[config.mk]
export PLATFORM = sky130hd
export DESIGN_NAME = hcm_core
export DESIGN_NICKNAME = d
export VERILOG_FILES = /design/src/include/hcm_pkg.sv /design/src/verilog/hcm_core.sv
export SDC_FILE = /design/constraint.sdc
export NUM_CORES = 2
export LEC_CHECK = 0
export BUFFER_PORTS_ARGS = -buffer_cell sky130_fd_sc_hd__buf_2
export CORE_MARGIN = 5
export CORE_UTILIZATION = 50
export CTS_CLUSTER_SIZE = 20
export DETAILED_ROUTE_END_ITERATION = 10
export PLACE_DENSITY = 0.66
export SLEW_MARGIN = 40
export SYNTH_ARGS = -nofsm -noshare
export SYNTH_HDL_FRONTEND = slang
export SYNTH_SLANG_ARGS = --single-unit
[constraint.sdc]
create_clock -name mclk_i -period 204.1 [get_ports mclk_i]
set_clock_uncertainty 0.15 [all_clocks]
set_input_delay 30.615 -clock mclk_i [delete_from_list [all_inputs] [get_ports mclk_i]]
set_output_delay 30.615 -clock mclk_i [all_outputs]
set_load 0.02 [all_outputs]
[src/include/hcm_pkg.sv]
// Constants, register map and carrier types of the heater modulation core
`default_nettype none
package hcm_pkg;
    // Timing
    localparam int CLK_HZ = 10_000_000;
    localparam int SEC_S = 1;
    localparam int SEC_CYCLES = CLK_HZ * SEC_S;
    localparam int HOUR_S = 3600;
    localparam int FRAME_CYCLES = 10;
    localparam int SAMPLES_PER_FRAME = 300;
    // Widths and scaling
    localparam int ADC_W = 10;
    localparam int RAW_W = 12;
    localparam int LIN_SHIFT = 12;
    localparam int STEADY_TOL = 4;
    localparam logic [3:0] DUTY_FULL = 4'hA;
    localparam logic [3:0] DBF_MIN = 4'h1;
    localparam logic [3:0] DBF_MAX = 4'hA;
    localparam logic [3:0] DBF_RESET = 4'h5;
    // Register byte offsets
    localparam logic [7:0] OFS_CTRL = 8'h00;
    localparam logic [7:0] OFS_SETPOINT = 8'h04;
    localparam logic [7:0] OFS_DEADBAND = 8'h08;
    localparam logic [7:0] OFS_PLIMIT = 8'h0C;
    localparam logic [7:0] OFS_LIN_GAIN = 8'h10;
    localparam logic [7:0] OFS_LIN_OFFSET = 8'h14;
    localparam logic [7:0] OFS_LIN_CURVE = 8'h18;
    localparam logic [7:0] OFS_STATUS = 8'h1C;
    localparam logic [7:0] OFS_TEMP = 8'h20;
    localparam logic [7:0] OFS_MEAS_CUR = 8'h24;
    localparam logic [7:0] OFS_MEAS_GF = 8'h28;
    localparam logic [7:0] OFS_MEAS_VOLT = 8'h2C;
    localparam logic [7:0] OFS_I_FULL = 8'h30;
    localparam logic [7:0] OFS_HOUR_ERR = 8'h34;
    // Reset values
    localparam logic [3:0] CTRL_RESET = 4'h0;
    localparam logic [15:0] SETPOINT_RESET = 16'h0000;
    localparam logic [7:0] DEADBAND_RESET = 8'h00;
    localparam logic [9:0] PLIMIT_RESET = 10'h3FF;
    localparam logic [15:0] LIN_GAIN_RESET = 16'h1000;
    localparam logic [15:0] LIN_OFFSET_RESET = 16'h0000;
    localparam logic [15:0] LIN_CURVE_RESET = 16'h0000;
    // Control bit positions
    localparam int CTRL_PROP_BIT = 0;
    localparam int CTRL_PLIM_BIT = 1;
    localparam int CTRL_OVR_BIT = 2;
    localparam int CTRL_SPOFF_BIT = 3;

    typedef struct packed {
        logic [9:0] cur;
        logic [9:0] gf;
        logic [9:0] volt;
    } hcm_meas_t;

    typedef struct packed {
        logic setpoint_off;
        logic override_en;
        logic plimit_en;
        logic prop_en;
    } hcm_ctrl_t;
endpackage
`default_nettype wire

[src/verilog/hcm_core.sv]
// Heater cycle modulation core with APB register slave
`default_nettype none
module hcm_core
    import hcm_pkg::*;
#(
    parameter int SEC_CYCLES_P = SEC_CYCLES,
    parameter int HOUR_SECONDS_P = HOUR_S
) (
    input wire logic mclk_i,
    input wire logic arst_n_i,
    input wire logic psel_i,
    input wire logic penable_i,
    input wire logic pwrite_i,
    input wire logic [7:0] paddr_i,
    input wire logic [31:0] pwdata_i,
    output logic [31:0] prdata_o,
    output logic pready_o,
    output logic pslverr_o,
    input wire logic zero_cross_i,
    input wire logic override_closed_i,
    input wire logic adc_valid_i,
    input wire logic [1:0] adc_chan_i,
    input wire logic [ADC_W-1:0] adc_data_i,
    input wire logic temp_valid_i,
    input wire logic [RAW_W-1:0] temp_raw_i,
    output logic heater_gate_o
);
    localparam logic [3:0] FRAME_LAST = 4'(FRAME_CYCLES - 1);
    localparam logic [8:0] NSAMP = 9'(SAMPLES_PER_FRAME);
    localparam logic [23:0] SEC_LAST = 24'(SEC_CYCLES_P - 1);
    localparam logic [11:0] HOUR_LAST = 12'(HOUR_SECONDS_P - 1);

    hcm_ctrl_t ctrl_q;
    hcm_meas_t meas_q;
    logic signed [15:0] setpoint_q, offset_q, curve_q, temp_q;
    logic [15:0] gain_q, hour_err_q;
    logic [7:0] deadband_q;
    logic [9:0] plimit_q;
    logic zc_s1_q, zc_s2_q, zc_s3_q, ov_s1_q, ov_s2_q;
    logic zc_pulse, frame_end;
    logic [3:0] cyc_q, frame_duty_q, duty_q, meas_duty_q, prev_duty_q;
    logic [3:0] prop_duty_q, dbf_q;
    logic gate_q, demand_q, temp_new_q, meas_new_q, step_q, steady_q;
    logic dir_up_q, have_prev_q;
    logic [8:0] cnt_q [3];
    logic [18:0] sum_q [3];
    logic [9:0] prev_cur_q;
    logic [13:0] i_full_q;
    logic [31:0] prdata_q;
    logic pslverr_q;

    // Pin synchronisers; the edge detect compares the second and third stages
    always_ff @(posedge mclk_i or negedge arst_n_i) begin
        if (!arst_n_i) begin
            zc_s1_q <= 1'b0;
            zc_s2_q <= 1'b0;
            zc_s3_q <= 1'b0;
            ov_s1_q <= 1'b0;
            ov_s2_q <= 1'b0;
        end else begin
            zc_s1_q <= zero_cross_i;
            zc_s2_q <= zc_s1_q;
            zc_s3_q <= zc_s2_q;
            ov_s1_q <= override_closed_i;
            ov_s2_q <= ov_s1_q;
        end
    end

    assign zc_pulse = zc_s2_q & ~zc_s3_q;
    assign frame_end = zc_pulse && (cyc_q == FRAME_LAST);

    // Power-cycle index within the frame
    always_ff @(posedge mclk_i or negedge arst_n_i) begin
        if (!arst_n_i) begin
            cyc_q <= 4'h0;
        end else if (zc_pulse) begin
            cyc_q <= (cyc_q == FRAME_LAST) ? 4'h0 : cyc_q + 4'h1;
        end
    end

    // Cycle k of a frame with n tenths conducts when the spread count steps
    function automatic logic cycle_on(input logic [3:0] n,
                                      input logic [3:0] k);
        logic [7:0] a;
        logic [7:0] b;
        a = ({4'h0, k} + 8'h01) * {4'h0, n};
        b = {4'h0, k} * {4'h0, n};
        return (a / 8'h0A) != (b / 8'h0A);
    endfunction

    // Override and setpoint-off decide whether control may run at all
    logic force_on, force_off;
    logic [3:0] target;
    assign force_on = ctrl_q.override_en & ov_s2_q & ctrl_q.setpoint_off;
    assign force_off = ~force_on & (ctrl_q.setpoint_off |
                       (ctrl_q.override_en & ~ov_s2_q));
    always_comb begin
        if (force_on) begin
            target = DUTY_FULL;
        end else if (force_off) begin
            target = 4'h0;
        end else if (ctrl_q.prop_en) begin
            target = prop_duty_q;
        end else begin
            target = demand_q ? DUTY_FULL : 4'h0;
        end
    end

    // Gate moves only on a crossing; new duty takes over at frame start
    always_ff @(posedge mclk_i or negedge arst_n_i) begin
        if (!arst_n_i) begin
            gate_q <= 1'b0;
            frame_duty_q <= 4'h0;
        end else if (frame_end) begin
            frame_duty_q <= duty_q;
            gate_q <= cycle_on(duty_q, 4'h0) & ~force_off;
        end else if (zc_pulse) begin
            gate_q <= cycle_on(frame_duty_q, cyc_q + 4'h1) & ~force_off;
        end
    end
    assign heater_gate_o = gate_q;

    // Linearisation: gain, square-law curve and offset, then saturate
    logic [27:0] lin_p1;
    logic [23:0] lin_sq;
    logic signed [28:0] lin_p2;
    logic signed [17:0] lin_sum;
    logic signed [15:0] lin_t;
    assign lin_p1 = 28'(gain_q) * 28'(temp_raw_i);
    assign lin_sq = 24'(temp_raw_i) * 24'(temp_raw_i);
    assign lin_p2 = 29'(curve_q) * 29'($signed({1'b0, lin_sq[23:12]}));
    assign lin_sum = 18'($signed({1'b0, lin_p1[27:LIN_SHIFT]}))
                   + 18'(lin_p2 >>> LIN_SHIFT) + 18'(offset_q);
    always_comb begin
        if (lin_sum > 18'sh07FFF) begin
            lin_t = 16'sh7FFF;
        end else if (lin_sum < 18'sh38000) begin
            lin_t = 16'sh8000;
        end else begin
            lin_t = lin_sum[15:0];
        end
    end

    always_ff @(posedge mclk_i or negedge arst_n_i) begin
        if (!arst_n_i) begin
            temp_q <= 16'sh0000;
            temp_new_q <= 1'b0;
        end else begin
            temp_new_q <= temp_valid_i;
            if (temp_valid_i) begin
                temp_q <= lin_t;
            end
        end
    end

    // Error is setpoint minus temperature, one bit wider to avoid wrap
    logic signed [16:0] err, db_s;
    logic [16:0] abs_err;
    logic [3:0] prop_d;
    assign err = 17'(setpoint_q) - 17'(temp_q);
    assign db_s = $signed({9'h000, deadband_q});
    assign abs_err = err[16] ? 17'(-err) : 17'(err);
    always_comb begin
        if (err <= 17'sh00000) begin
            prop_d = 4'h0;
        end else if (err >= $signed({13'h0000, dbf_q})) begin
            prop_d = DUTY_FULL;
        end else begin
            prop_d = 4'((8'(err[3:0]) * 8'h0A) / {4'h0, dbf_q});
        end
    end

    // On/off demand with hysteresis, and proportional duty, per reading
    always_ff @(posedge mclk_i or negedge arst_n_i) begin
        if (!arst_n_i) begin
            demand_q <= 1'b0;
            prop_duty_q <= 4'h0;
        end else if (temp_new_q) begin
            prop_duty_q <= prop_d;
            if (deadband_q == 8'h00) begin
                if (err > 17'sh00000) begin
                    demand_q <= 1'b1;
                end else if (err < 17'sh00000) begin
                    demand_q <= 1'b0;
                end
            end else if (err >= db_s) begin
                demand_q <= 1'b1;
            end else if (err <= -db_s) begin
                demand_q <= 1'b0;
            end
        end
    end

    // Per-channel accumulation, restarted at every frame boundary
    // The sample on the boundary edge opens the new frame; dropping it
    // would leave one channel a sample short in every frame
    for (genvar c = 0; c < 3; c++) begin : g_acc
        logic take;
        assign take = adc_valid_i && (adc_chan_i == 2'(c));
        always_ff @(posedge mclk_i or negedge arst_n_i) begin
            if (!arst_n_i) begin
                cnt_q[c] <= 9'h000;
                sum_q[c] <= 19'h00000;
            end else if (frame_end) begin
                cnt_q[c] <= take ? 9'h001 : 9'h000;
                sum_q[c] <= take ? 19'(adc_data_i) : 19'h00000;
            end else if (take && cnt_q[c] != NSAMP) begin
                cnt_q[c] <= cnt_q[c] + 9'h001;
                sum_q[c] <= sum_q[c] + 19'(adc_data_i);
            end
        end
    end

    // A frame counts only when every channel got its full sample set
    logic frame_full;
    assign frame_full = (cnt_q[0] == NSAMP) && (cnt_q[1] == NSAMP) &&
                        (cnt_q[2] == NSAMP);
    always_ff @(posedge mclk_i or negedge arst_n_i) begin
        if (!arst_n_i) begin
            meas_q <= '0;
            meas_duty_q <= 4'h0;
            meas_new_q <= 1'b0;
        end else begin
            meas_new_q <= frame_end & frame_full;
            if (frame_end && frame_full) begin
                meas_q.cur <= 10'(sum_q[0] / 19'(NSAMP));
                meas_q.gf <= 10'(sum_q[1] / 19'(NSAMP));
                meas_q.volt <= 10'(sum_q[2] / 19'(NSAMP));
                meas_duty_q <= frame_duty_q;
            end
        end
    end

    // Steady state and full-conduction current from each new frame
    logic [9:0] cur_diff;
    assign cur_diff = (meas_q.cur > prev_cur_q) ? meas_q.cur - prev_cur_q
                                                : prev_cur_q - meas_q.cur;
    always_ff @(posedge mclk_i or negedge arst_n_i) begin
        if (!arst_n_i) begin
            prev_cur_q <= 10'h000;
            prev_duty_q <= 4'h0;
            steady_q <= 1'b0;
            i_full_q <= 14'h0000;
            step_q <= 1'b0;
        end else begin
            step_q <= meas_new_q;
            if (meas_new_q) begin
                prev_cur_q <= meas_q.cur;
                prev_duty_q <= meas_duty_q;
                steady_q <= (cur_diff <= 10'(STEADY_TOL)) &&
                            (prev_duty_q == meas_duty_q);
                if (meas_duty_q != 4'h0) begin
                    i_full_q <= 14'((14'(meas_q.cur) * 14'h000A) /
                                    14'(meas_duty_q));
                end
            end
        end
    end

    // Estimated average current at the present and the next duty
    logic [17:0] est_now, est_next;
    assign est_now = (18'(i_full_q) * 18'(duty_q)) / 18'h0000A;
    assign est_next = (18'(i_full_q) * (18'(duty_q) + 18'h00001))
                      / 18'h0000A;

    // Duty command: drops at once to a lower target; power-limit drops and climbs go one step per steady frame
    always_ff @(posedge mclk_i or negedge arst_n_i) begin
        if (!arst_n_i) begin
            duty_q <= 4'h0;
        end else if (target == 4'h0) begin
            duty_q <= 4'h0;
        end else if (target < duty_q) begin
            duty_q <= target;
        end else if (step_q && steady_q) begin
            if (ctrl_q.plimit_en && est_now > 18'(plimit_q) &&
                duty_q != 4'h0) begin
                duty_q <= duty_q - 4'h1;
            end else if (duty_q < target && (!ctrl_q.plimit_en ||
                         (est_now < 18'(plimit_q) &&
                          est_next <= 18'(plimit_q)))) begin
                duty_q <= duty_q + 4'h1;
            end
        end
    end

    // Second and hour dividers for the tuning schedule
    logic [23:0] sec_cnt_q;
    logic [11:0] hour_cnt_q;
    logic sec_tick, hour_tick;
    assign sec_tick = (sec_cnt_q == SEC_LAST);
    assign hour_tick = sec_tick && (hour_cnt_q == HOUR_LAST);
    always_ff @(posedge mclk_i or negedge arst_n_i) begin
        if (!arst_n_i) begin
            sec_cnt_q <= 24'h000000;
            hour_cnt_q <= 12'h000;
        end else begin
            sec_cnt_q <= sec_tick ? 24'h000000 : sec_cnt_q + 24'h000001;
            if (hour_tick) begin
                hour_cnt_q <= 12'h000;
            end else if (sec_tick) begin
                hour_cnt_q <= hour_cnt_q + 12'h001;
            end
        end
    end

    // Hourly mean absolute error; a reading on the hour starts the new sum
    logic [31:0] abs_sum_q, mean_err;
    logic [19:0] rd_cnt_q;
    logic dir_next;
    assign mean_err = (rd_cnt_q == 20'h00000) ? 32'h00000000
                    : abs_sum_q / 32'(rd_cnt_q);
    always_comb begin
        dir_next = dir_up_q;
        if (have_prev_q && mean_err[15:0] > hour_err_q) begin
            dir_next = ~dir_up_q;
        end
    end

    always_ff @(posedge mclk_i or negedge arst_n_i) begin
        if (!arst_n_i) begin
            abs_sum_q <= 32'h00000000;
            rd_cnt_q <= 20'h00000;
            hour_err_q <= 16'h0000;
            have_prev_q <= 1'b0;
            dbf_q <= DBF_RESET;
            dir_up_q <= 1'b1;
        end else if (hour_tick) begin
            abs_sum_q <= temp_new_q ? 32'(abs_err) : 32'h00000000;
            rd_cnt_q <= temp_new_q ? 20'h00001 : 20'h00000;
            hour_err_q <= mean_err[15:0];
            have_prev_q <= 1'b1;
            // A bound turns the walk back so the factor keeps hunting
            if (dir_next && dbf_q == DBF_MAX) begin
                dbf_q <= dbf_q - 4'h1;
                dir_up_q <= 1'b0;
            end else if (!dir_next && dbf_q == DBF_MIN) begin
                dbf_q <= dbf_q + 4'h1;
                dir_up_q <= 1'b1;
            end else begin
                dbf_q <= dir_next ? dbf_q + 4'h1 : dbf_q - 4'h1;
                dir_up_q <= dir_next;
            end
        end else if (temp_new_q) begin
            abs_sum_q <= abs_sum_q + 32'(abs_err);
            rd_cnt_q <= rd_cnt_q + 20'h00001;
        end
    end

    // Register writes take effect in the access phase
    logic wr_en;
    assign wr_en = psel_i & penable_i & pwrite_i;
    always_ff @(posedge mclk_i or negedge arst_n_i) begin
        if (!arst_n_i) begin
            ctrl_q <= hcm_ctrl_t'(CTRL_RESET);
            setpoint_q <= SETPOINT_RESET;
            deadband_q <= DEADBAND_RESET;
            plimit_q <= PLIMIT_RESET;
            gain_q <= LIN_GAIN_RESET;
            offset_q <= LIN_OFFSET_RESET;
            curve_q <= LIN_CURVE_RESET;
        end else if (wr_en) begin
            if (paddr_i == OFS_CTRL) begin
                ctrl_q <= hcm_ctrl_t'(pwdata_i[3:0]);
            end else if (paddr_i == OFS_SETPOINT) begin
                setpoint_q <= pwdata_i[15:0];
            end else if (paddr_i == OFS_DEADBAND) begin
                deadband_q <= pwdata_i[7:0];
            end else if (paddr_i == OFS_PLIMIT) begin
                plimit_q <= pwdata_i[9:0];
            end else if (paddr_i == OFS_LIN_GAIN) begin
                gain_q <= pwdata_i[15:0];
            end else if (paddr_i == OFS_LIN_OFFSET) begin
                offset_q <= pwdata_i[15:0];
            end else if (paddr_i == OFS_LIN_CURVE) begin
                curve_q <= pwdata_i[15:0];
            end
        end
    end

    // Read mux; unmapped addresses read zero and flag an error
    logic [31:0] rdata_d;
    logic rerr_d;
    always_comb begin
        rdata_d = 32'h00000000;
        rerr_d = 1'b0;
        if (paddr_i == OFS_CTRL) begin
            rdata_d = {28'h0000000, ctrl_q};
        end else if (paddr_i == OFS_SETPOINT) begin
            rdata_d = {16'h0000, setpoint_q};
        end else if (paddr_i == OFS_DEADBAND) begin
            rdata_d = {24'h000000, deadband_q};
        end else if (paddr_i == OFS_PLIMIT) begin
            rdata_d = {22'h000000, plimit_q};
        end else if (paddr_i == OFS_LIN_GAIN) begin
            rdata_d = {16'h0000, gain_q};
        end else if (paddr_i == OFS_LIN_OFFSET) begin
            rdata_d = {16'h0000, offset_q};
        end else if (paddr_i == OFS_LIN_CURVE) begin
            rdata_d = {16'h0000, curve_q};
        end else if (paddr_i == OFS_STATUS) begin
            rdata_d = {15'h0000, dir_up_q, dbf_q, 1'b0, steady_q, gate_q,
                       demand_q, frame_duty_q, duty_q};
        end else if (paddr_i == OFS_TEMP) begin
            rdata_d = {16'h0000, temp_q};
        end else if (paddr_i == OFS_MEAS_CUR) begin
            rdata_d = {22'h000000, meas_q.cur};
        end else if (paddr_i == OFS_MEAS_GF) begin
            rdata_d = {22'h000000, meas_q.gf};
        end else if (paddr_i == OFS_MEAS_VOLT) begin
            rdata_d = {22'h000000, meas_q.volt};
        end else if (paddr_i == OFS_I_FULL) begin
            rdata_d = {18'h00000, i_full_q};
        end else if (paddr_i == OFS_HOUR_ERR) begin
            rdata_d = {16'h0000, hour_err_q};
        end else begin
            rerr_d = 1'b1;
        end
    end

    // Read data is captured in the setup phase so the slave needs no wait
    always_ff @(posedge mclk_i or negedge arst_n_i) begin
        if (!arst_n_i) begin
            prdata_q <= 32'h00000000;
            pslverr_q <= 1'b0;
        end else if (psel_i && !penable_i) begin
            prdata_q <= pwrite_i ? 32'h00000000 : rdata_d;
            pslverr_q <= rerr_d;
        end
    end
    assign prdata_o = prdata_q;
    assign pslverr_o = pslverr_q & psel_i & penable_i;
    assign pready_o = 1'b1;
endmodule
`default_nettype wire

=== Yosys cells after proc, flatten, opt, wreduce, memory -nomap -nowiden ===
Cells that the tools add are included.

* Output and inout port bits: 35
* Register bits after elaboration: 418
* Input port bits: 73

* Reduce and logical (&&, ||, !) cells: 52
* Add/subtract/negate cells: 24
* $mul: 9
* $lt $le $gt $ge: 16
* Eq/ne operators: 29
* Multiplexer cells: 86
* Bitwise operators: 24
* Divide/modulo/power cells: 11

{| class="wikitable"
|+ Operators by type and width
! kind !! count
|-
| 2-to-1 mux 17 bit || 10
|-
| 2-to-1 mux 16 bit || 9
|-
| 2-to-1 mux 19 bit || 6
|-
| 2-to-1 mux 32 bit || 3
|-
| 2-to-1 mux 4 bit || 15
|-
| adder 19 x 10 -> 19 bit || 3
|-
| divider 19 x 9 -> 19 bit (second input constant) || 3
|-
| 2-to-1 mux 9 bit || 6
|-
| equality test 8 x 6 -> 1 bit (second input constant) || 6
|-
| 2-to-1 mux 10 bit || 4
|-
| 2-to-1 mux 20 bit || 2
|-
| divider 18 x 4 -> 18 bit (second input constant) || 2
|-
| adder 32 x 17 -> 32 bit || 1
|-
| divider 32 x 20 -> 32 bit || 1
|-
| equality test 8 x 5 -> 1 bit (second input constant) || 4
|-
| multiplier 16 x 13 -> 29 bit || 1
|-
| multiplier 16 x 12 -> 28 bit || 1
|-
| 2-to-1 mux 1 bit || 28
|-
| adder 9 x 1 -> 9 bit (second input constant) || 3
|-
| equality test 9 bit (second input constant) || 3
|-
| inequality test 9 bit (second input constant) || 3
|-
| adder 24 x 1 -> 24 bit (second input constant) || 1
|-
| equality test 24 bit (second input constant) || 1
|-
| multiplier 12 x 12 -> 24 bit || 1
|-
| other kinds (69) || 134
|}

=== Depth between registers and ports, before layout ===
* Depth in word-level cells: 16
* Mapped depth: 454

=== Worst setup path after synthesis ===
OpenSTA, ideal clock, no wires.

* Path type: register -> register
* Start: register rd_cnt_q[19]
* End: register dbf_q[3]
* Buffers on the path: 42
* Data required time: 203.822 ns
* Cell stages (with the launch flop): 430
* Arrival: 87.208 ns
* Library setup time: 0.128 ns
* Path slack: 116.613 ns
* Cell sequence: dfrtp_1 nor4_2 and4_1 clkbuf_1 and3_1 a21oi_1 a21oi_1 ha_1 o21a_1 or2_2 a31oi_1 nor2_1 ha_1 o21a_1 o211ai_1 or4_1 o21ai_0 ha_1 (+394 left out) ha_1 nor2b_1 o21a_1 o21ai_0 nand2b_1 a21oi_1 o21ai_0 a221o_1 a21o_1 a21oi_1 nor2_1 xnor2_1 o21ai_0 a21oi_1 nor4_1 a21oi_1 nor2_1 xnor2_1

* Cells in the longest elaborated chain, start to end: 9

{| class="wikitable"
|+ Ends and longest elaborated chain
! item !! line !! text
|-
| start: declaration || hcm_core.sv:308 || <nowiki>logic [19:0] rd_cnt_q;</nowiki>
|-
| start signal: assignment || hcm_core.sv:329 || <nowiki>rd_cnt_q <= temp_new_q ? 20'h00001 : 20'h00000;</nowiki>
|-
| start signal: assignment || hcm_core.sv:345 || <nowiki>rd_cnt_q <= rd_cnt_q + 20'h00001;</nowiki>
|-
| divider 32 x 20 -> 32 bit / logical NOT 20 bit (equally long branches) || hcm_core.sv:311, hcm_core.sv:310 ||
|-
| 2-to-1 mux 16 bit (*) || hcm_core.sv:310 || <nowiki>assign mean_err = (rd_cnt_q == 20'h00000) ? 32'h00000000</nowiki>
|-
| > comparator 16 bit (*) || hcm_core.sv:314 || <nowiki>if (have_prev_q && mean_err[15:0] > hour_err_q) begin</nowiki>
|-
| logical AND 1 bit (*) || hcm_core.sv:314 ||
|-
| 2-to-1 mux 1 bit (*) || hcm_core.sv:314 ||
|-
| logical NOT 1 bit || hcm_core.sv:336 || <nowiki>end else if (!dir_next && dbf_q == DBF_MIN) begin</nowiki>
|-
| logical AND 1 bit || hcm_core.sv:336 ||
|-
| 2-to-1 mux 4 bit || hcm_core.sv:336 ||
|-
| 2-to-1 mux 4 bit (*) || hcm_core.sv:333 || <nowiki>if (dir_next && dbf_q == DBF_MAX) begin</nowiki>
|-
| end signal: assignment || hcm_core.sv:334 || <nowiki>dbf_q <= dbf_q - 4'h1;</nowiki>
|-
| end signal: assignment || hcm_core.sv:337 || <nowiki>dbf_q <= dbf_q + 4'h1;</nowiki>
|-
| end signal: assignment || hcm_core.sv:340 || <nowiki>dbf_q <= dir_next ? dbf_q + 4'h1 : dbf_q - 4'h1;</nowiki>
|-
| end: declaration || hcm_core.sv:42 || <nowiki>logic [3:0] prop_duty_q, dbf_q;</nowiki>
|}

Every way passes the cells marked *; elsewhere a longest branch is shown, timed or not.
A chain may end at the register's enable or synchronous reset.

=== Final worst setup path ===
Ends and elaborated chain as after synthesis.

==> run metrics <==
status=completed; Critical R2R Capture=dbf_q[3]; overall via count from detail_route=81.3k; total setup violations reported at the end of the flow=0; Die Footprint=181000 um^2; placer congestion estimate=0.936; dominant register cell in the synthesized netlist=sky130_fd_sc_hd__dfrtp_1; relative area change from synthesis to final layout=4.93%; share of post-route cells with drive strength above 1=7.05%; most frequent cell on the critical path=sky130_fd_sc_hd__o21a_1; reg-to-reg critical path startpoint=rd_cnt_q[19]; initial antenna violation count=5; largest net degree at the start of global routing=80; slew at the pin with the worst max-slew slack=928 ps; CP max-delay cell=sky130_fd_sc_hd__o31ai_1; post-route ant nets=0; largest fanout on the critical path=37; number of nets in the finished design=12.5k; relative max-transition margin=38.2%; proportion of register bits with asynchronous set or reset after synthesis=100%; Resize count post-CTS=0; TritonCTS clock tree=built; maximum clock rate=9.98 MHz; wire length of the first global-routing pass=406 mm; final core utilization=52.8%; data arrival time at the worst-slack endpoint=100570 ps; final period demand of the worst path=100220 ps; area of the core region=172000 um^2; Remaining DRCs=0; Crit. Startpoint=rd_cnt_q[19]; flip-flop and latch count after synthesis=403; post-detailed-routing wire length=249 mm; total number of yosys warnings=0; Final Hold Viols=0; total number of H-tree levels=2; depth of the most critical reg-to-reg path=406; post-CTS setup-driven buffer insertion count=0; placed cell count=13.2k; syn avg cell area=7.75 um^2; endpoint class of the critical path=register; Crit path largest cell delay=790 ps; Worst R2R Setup Slack=103880 ps; Pre-antenna DRT Iters=8; setup TNS=0 ps; total congestion overflow=0; unrepaired setup endpoints after global routing=no; kind of critical path=reg2reg; number of vias per cell=6.13; Mapped Cells=11.1k; distinct cell type count after synthesis=125; number of placed I/O pins=108; Initial Utilization=50.3%; required arrival time at the worst endpoint=204450 ps; crit share post-route=49.1%; clk slew on worst S/H paths=60 ps; max-slew violation count=0; number of enable-type register cells in the synthesized netlist=0; mean routed wirelength per cell=18.8 um; cell at the root of the clock tree=sky130_fd_sc_hd__clkbuf_16; total clock sinks=403; total half-perimeter wirelength after legalization and detailed placement=196 mm; width of the die=426 um; number of placement rows=152; worst min path class=reg2reg; sequential-to-total area share from yosys stat=11.7%; cts bufs inserted=49; cell area after synthesis=86400 um^2; total of max-cap violations=0; timing endpoint of the critical path=dbf_q[3]; count of hold buffers inserted by post-cts repair=0; worst skew pair latency=660 ps; initial detailed-routing violation count=5516; Port-buffer cells=75; floorplan die height=426 um; number of cells in the finished layout apart from fillers=13.3k; buffers from clock root to sink, at most=3; startpoint type of the worst setup path=register; gr usage total=26.6%; number of global-route vias before repair=79.1k
-- worst min-delay path by stage --
stage | depth (start not counted) | start | slack, ps | endpoint
global placement | 0 | ov_s1_q | 200 | ov_s2_q
CTS | 0 | ov_s1_q | 220 | ov_s2_q
finish | 0 | ov_s1_q | 220 | ov_s2_q
global route | 0 | ov_s1_q | 230 | ov_s2_q
detailed placement | 0 | ov_s1_q | 200 | ov_s2_q
floorplan | 0 | ov_s1_q | 180 | ov_s2_q
-- critical path: cells and delay by family (launching register included) --
family	cells	cell delay, ps
compound gates	247	59920
xor+xnor	2	320
fa+ha+maj	32	10190
buf+inv	16	3800
flops	1	530
mux	7	2260
simple gates	102	22620
-- Yosys cell counts (all sizes together), types with 102 or more instances --
master  number  area share, %
and2       328            2.4
mux2i      126            1.5
xnor2      453            4.6
o21ai      585            3.4
xor2       222            2.3
nor2b      132           0.96
a211oi     116            1.1
nand2     1169            5.1
ha         994             14
dfrtp      389             11
inv        875            3.8
clkbuf     398            1.7
nand2b     102           0.75
or2        108           0.78
a21oi      678            4.0
nor2       914            4.0
nor3       375            2.2
nand3      237            1.4
a21o       219            1.9
o31ai      138            1.2
fa         487             11
nand4      110           0.81
mux2       261            3.4
o21a       277            2.4
-- stage by stage --
| step | setup slack [ps] | hold WS, ps | area (um^2) |
|---|---|---|---|
| floorplan | 116610 | 181 | 86400 |
| global placement | 106860 | 196 | 88600 |
| detailed placement | 105440 | 202 | 88700 |
| CTS | 105060 | 221 | 90400 |
| global route | 96490 | 228 | 90600 |
| finish | 103880 | 215 | 90600 |
-- layer usage --
metal	vias to the layer above	part of all wire (%)	track usage, %	routed length [um]
met5	-	0	0	0
li1	39300	-	-	-
met3	472	4.7	2.19	11800
met4	0	3.9	9.18	9810
met1	39400	45	35.9	113000
met2	2121	46	44.9	115000
-- cell usage in the layout (no fill, tap or decap), types with 76 or more instances in the layout --
master                        n
sky130_fd_sc_hd__a21o_1     219
sky130_fd_sc_hd__buf_2       76
sky130_fd_sc_hd__mux2_2     258
sky130_fd_sc_hd__inv_1      870
sky130_fd_sc_hd__o211ai_1    99
sky130_fd_sc_hd__and3_1      80
sky130_fd_sc_hd__nand3_1    236
sky130_fd_sc_hd__nand4_1    109
sky130_fd_sc_hd__and2_1     325
sky130_fd_sc_hd__o31ai_1    135
sky130_fd_sc_hd__nor3_1     367
sky130_fd_sc_hd__nand2b_1   100
sky130_fd_sc_hd__or2_2       98
sky130_fd_sc_hd__fa_1       487
sky130_fd_sc_hd__nor2_1     896
sky130_fd_sc_hd__o21ai_0    541
sky130_fd_sc_hd__nor4_1      81
sky130_fd_sc_hd__nor2b_1    132
sky130_fd_sc_hd__ha_1       994
sky130_fd_sc_hd__a211oi_1   107
sky130_fd_sc_hd__xnor2_1    442
sky130_fd_sc_hd__xor2_1     220
sky130_fd_sc_hd__or3_1       90
sky130_fd_sc_hd__mux2i_1    125
sky130_fd_sc_hd__buf_4       87
sky130_fd_sc_hd__nand2_1   1167
sky130_fd_sc_hd__dfrtp_1    387
sky130_fd_sc_hd__a31oi_1     80
sky130_fd_sc_hd__o21a_1     277
sky130_fd_sc_hd__a21oi_1    670
-- state kept, by name, summed over array words and instances (netlist names), 17 cells and up --
name	flops
meas_q	30
prdata_o	17
abs_sum_q	32
rd_cnt_q	20
cnt_q	27
sec_cnt_q	24
sum_q	57
-- area by class of cell --
class	count	area, um^2
diodes	2	5.00
clock buffers	68	1410
clock inverters	21	277
fillers	16400	81100
inverters	880	3300
multi-input cells	9408	71500
flip-flops and latches	403	10100
well taps	2310	2890
repair buffers	171	1160
-- cells by family (layout without fill, tap and decap cells) --
group                    count (synthesis)  after routing  synth area share, %
buffers and inverters                 1344           1140                 5.96
flip-flops                             403            403                 11.7
multiplexers                           389            389                 4.92
adder cells (fa/ha/maj)               1503           1503                 25.9
AND/OR/NAND/NOR                       3865           3865                 21.5
AO/OA/AOI/OAI                         2959           2959                 23.1
other                                    2             18              0.00870
XOR/XNOR                               676            676                 6.87
Power is left out: the tool's default activity adds up to more than one toggle a clock period on the data nets, which glitch-free logic cannot reach.
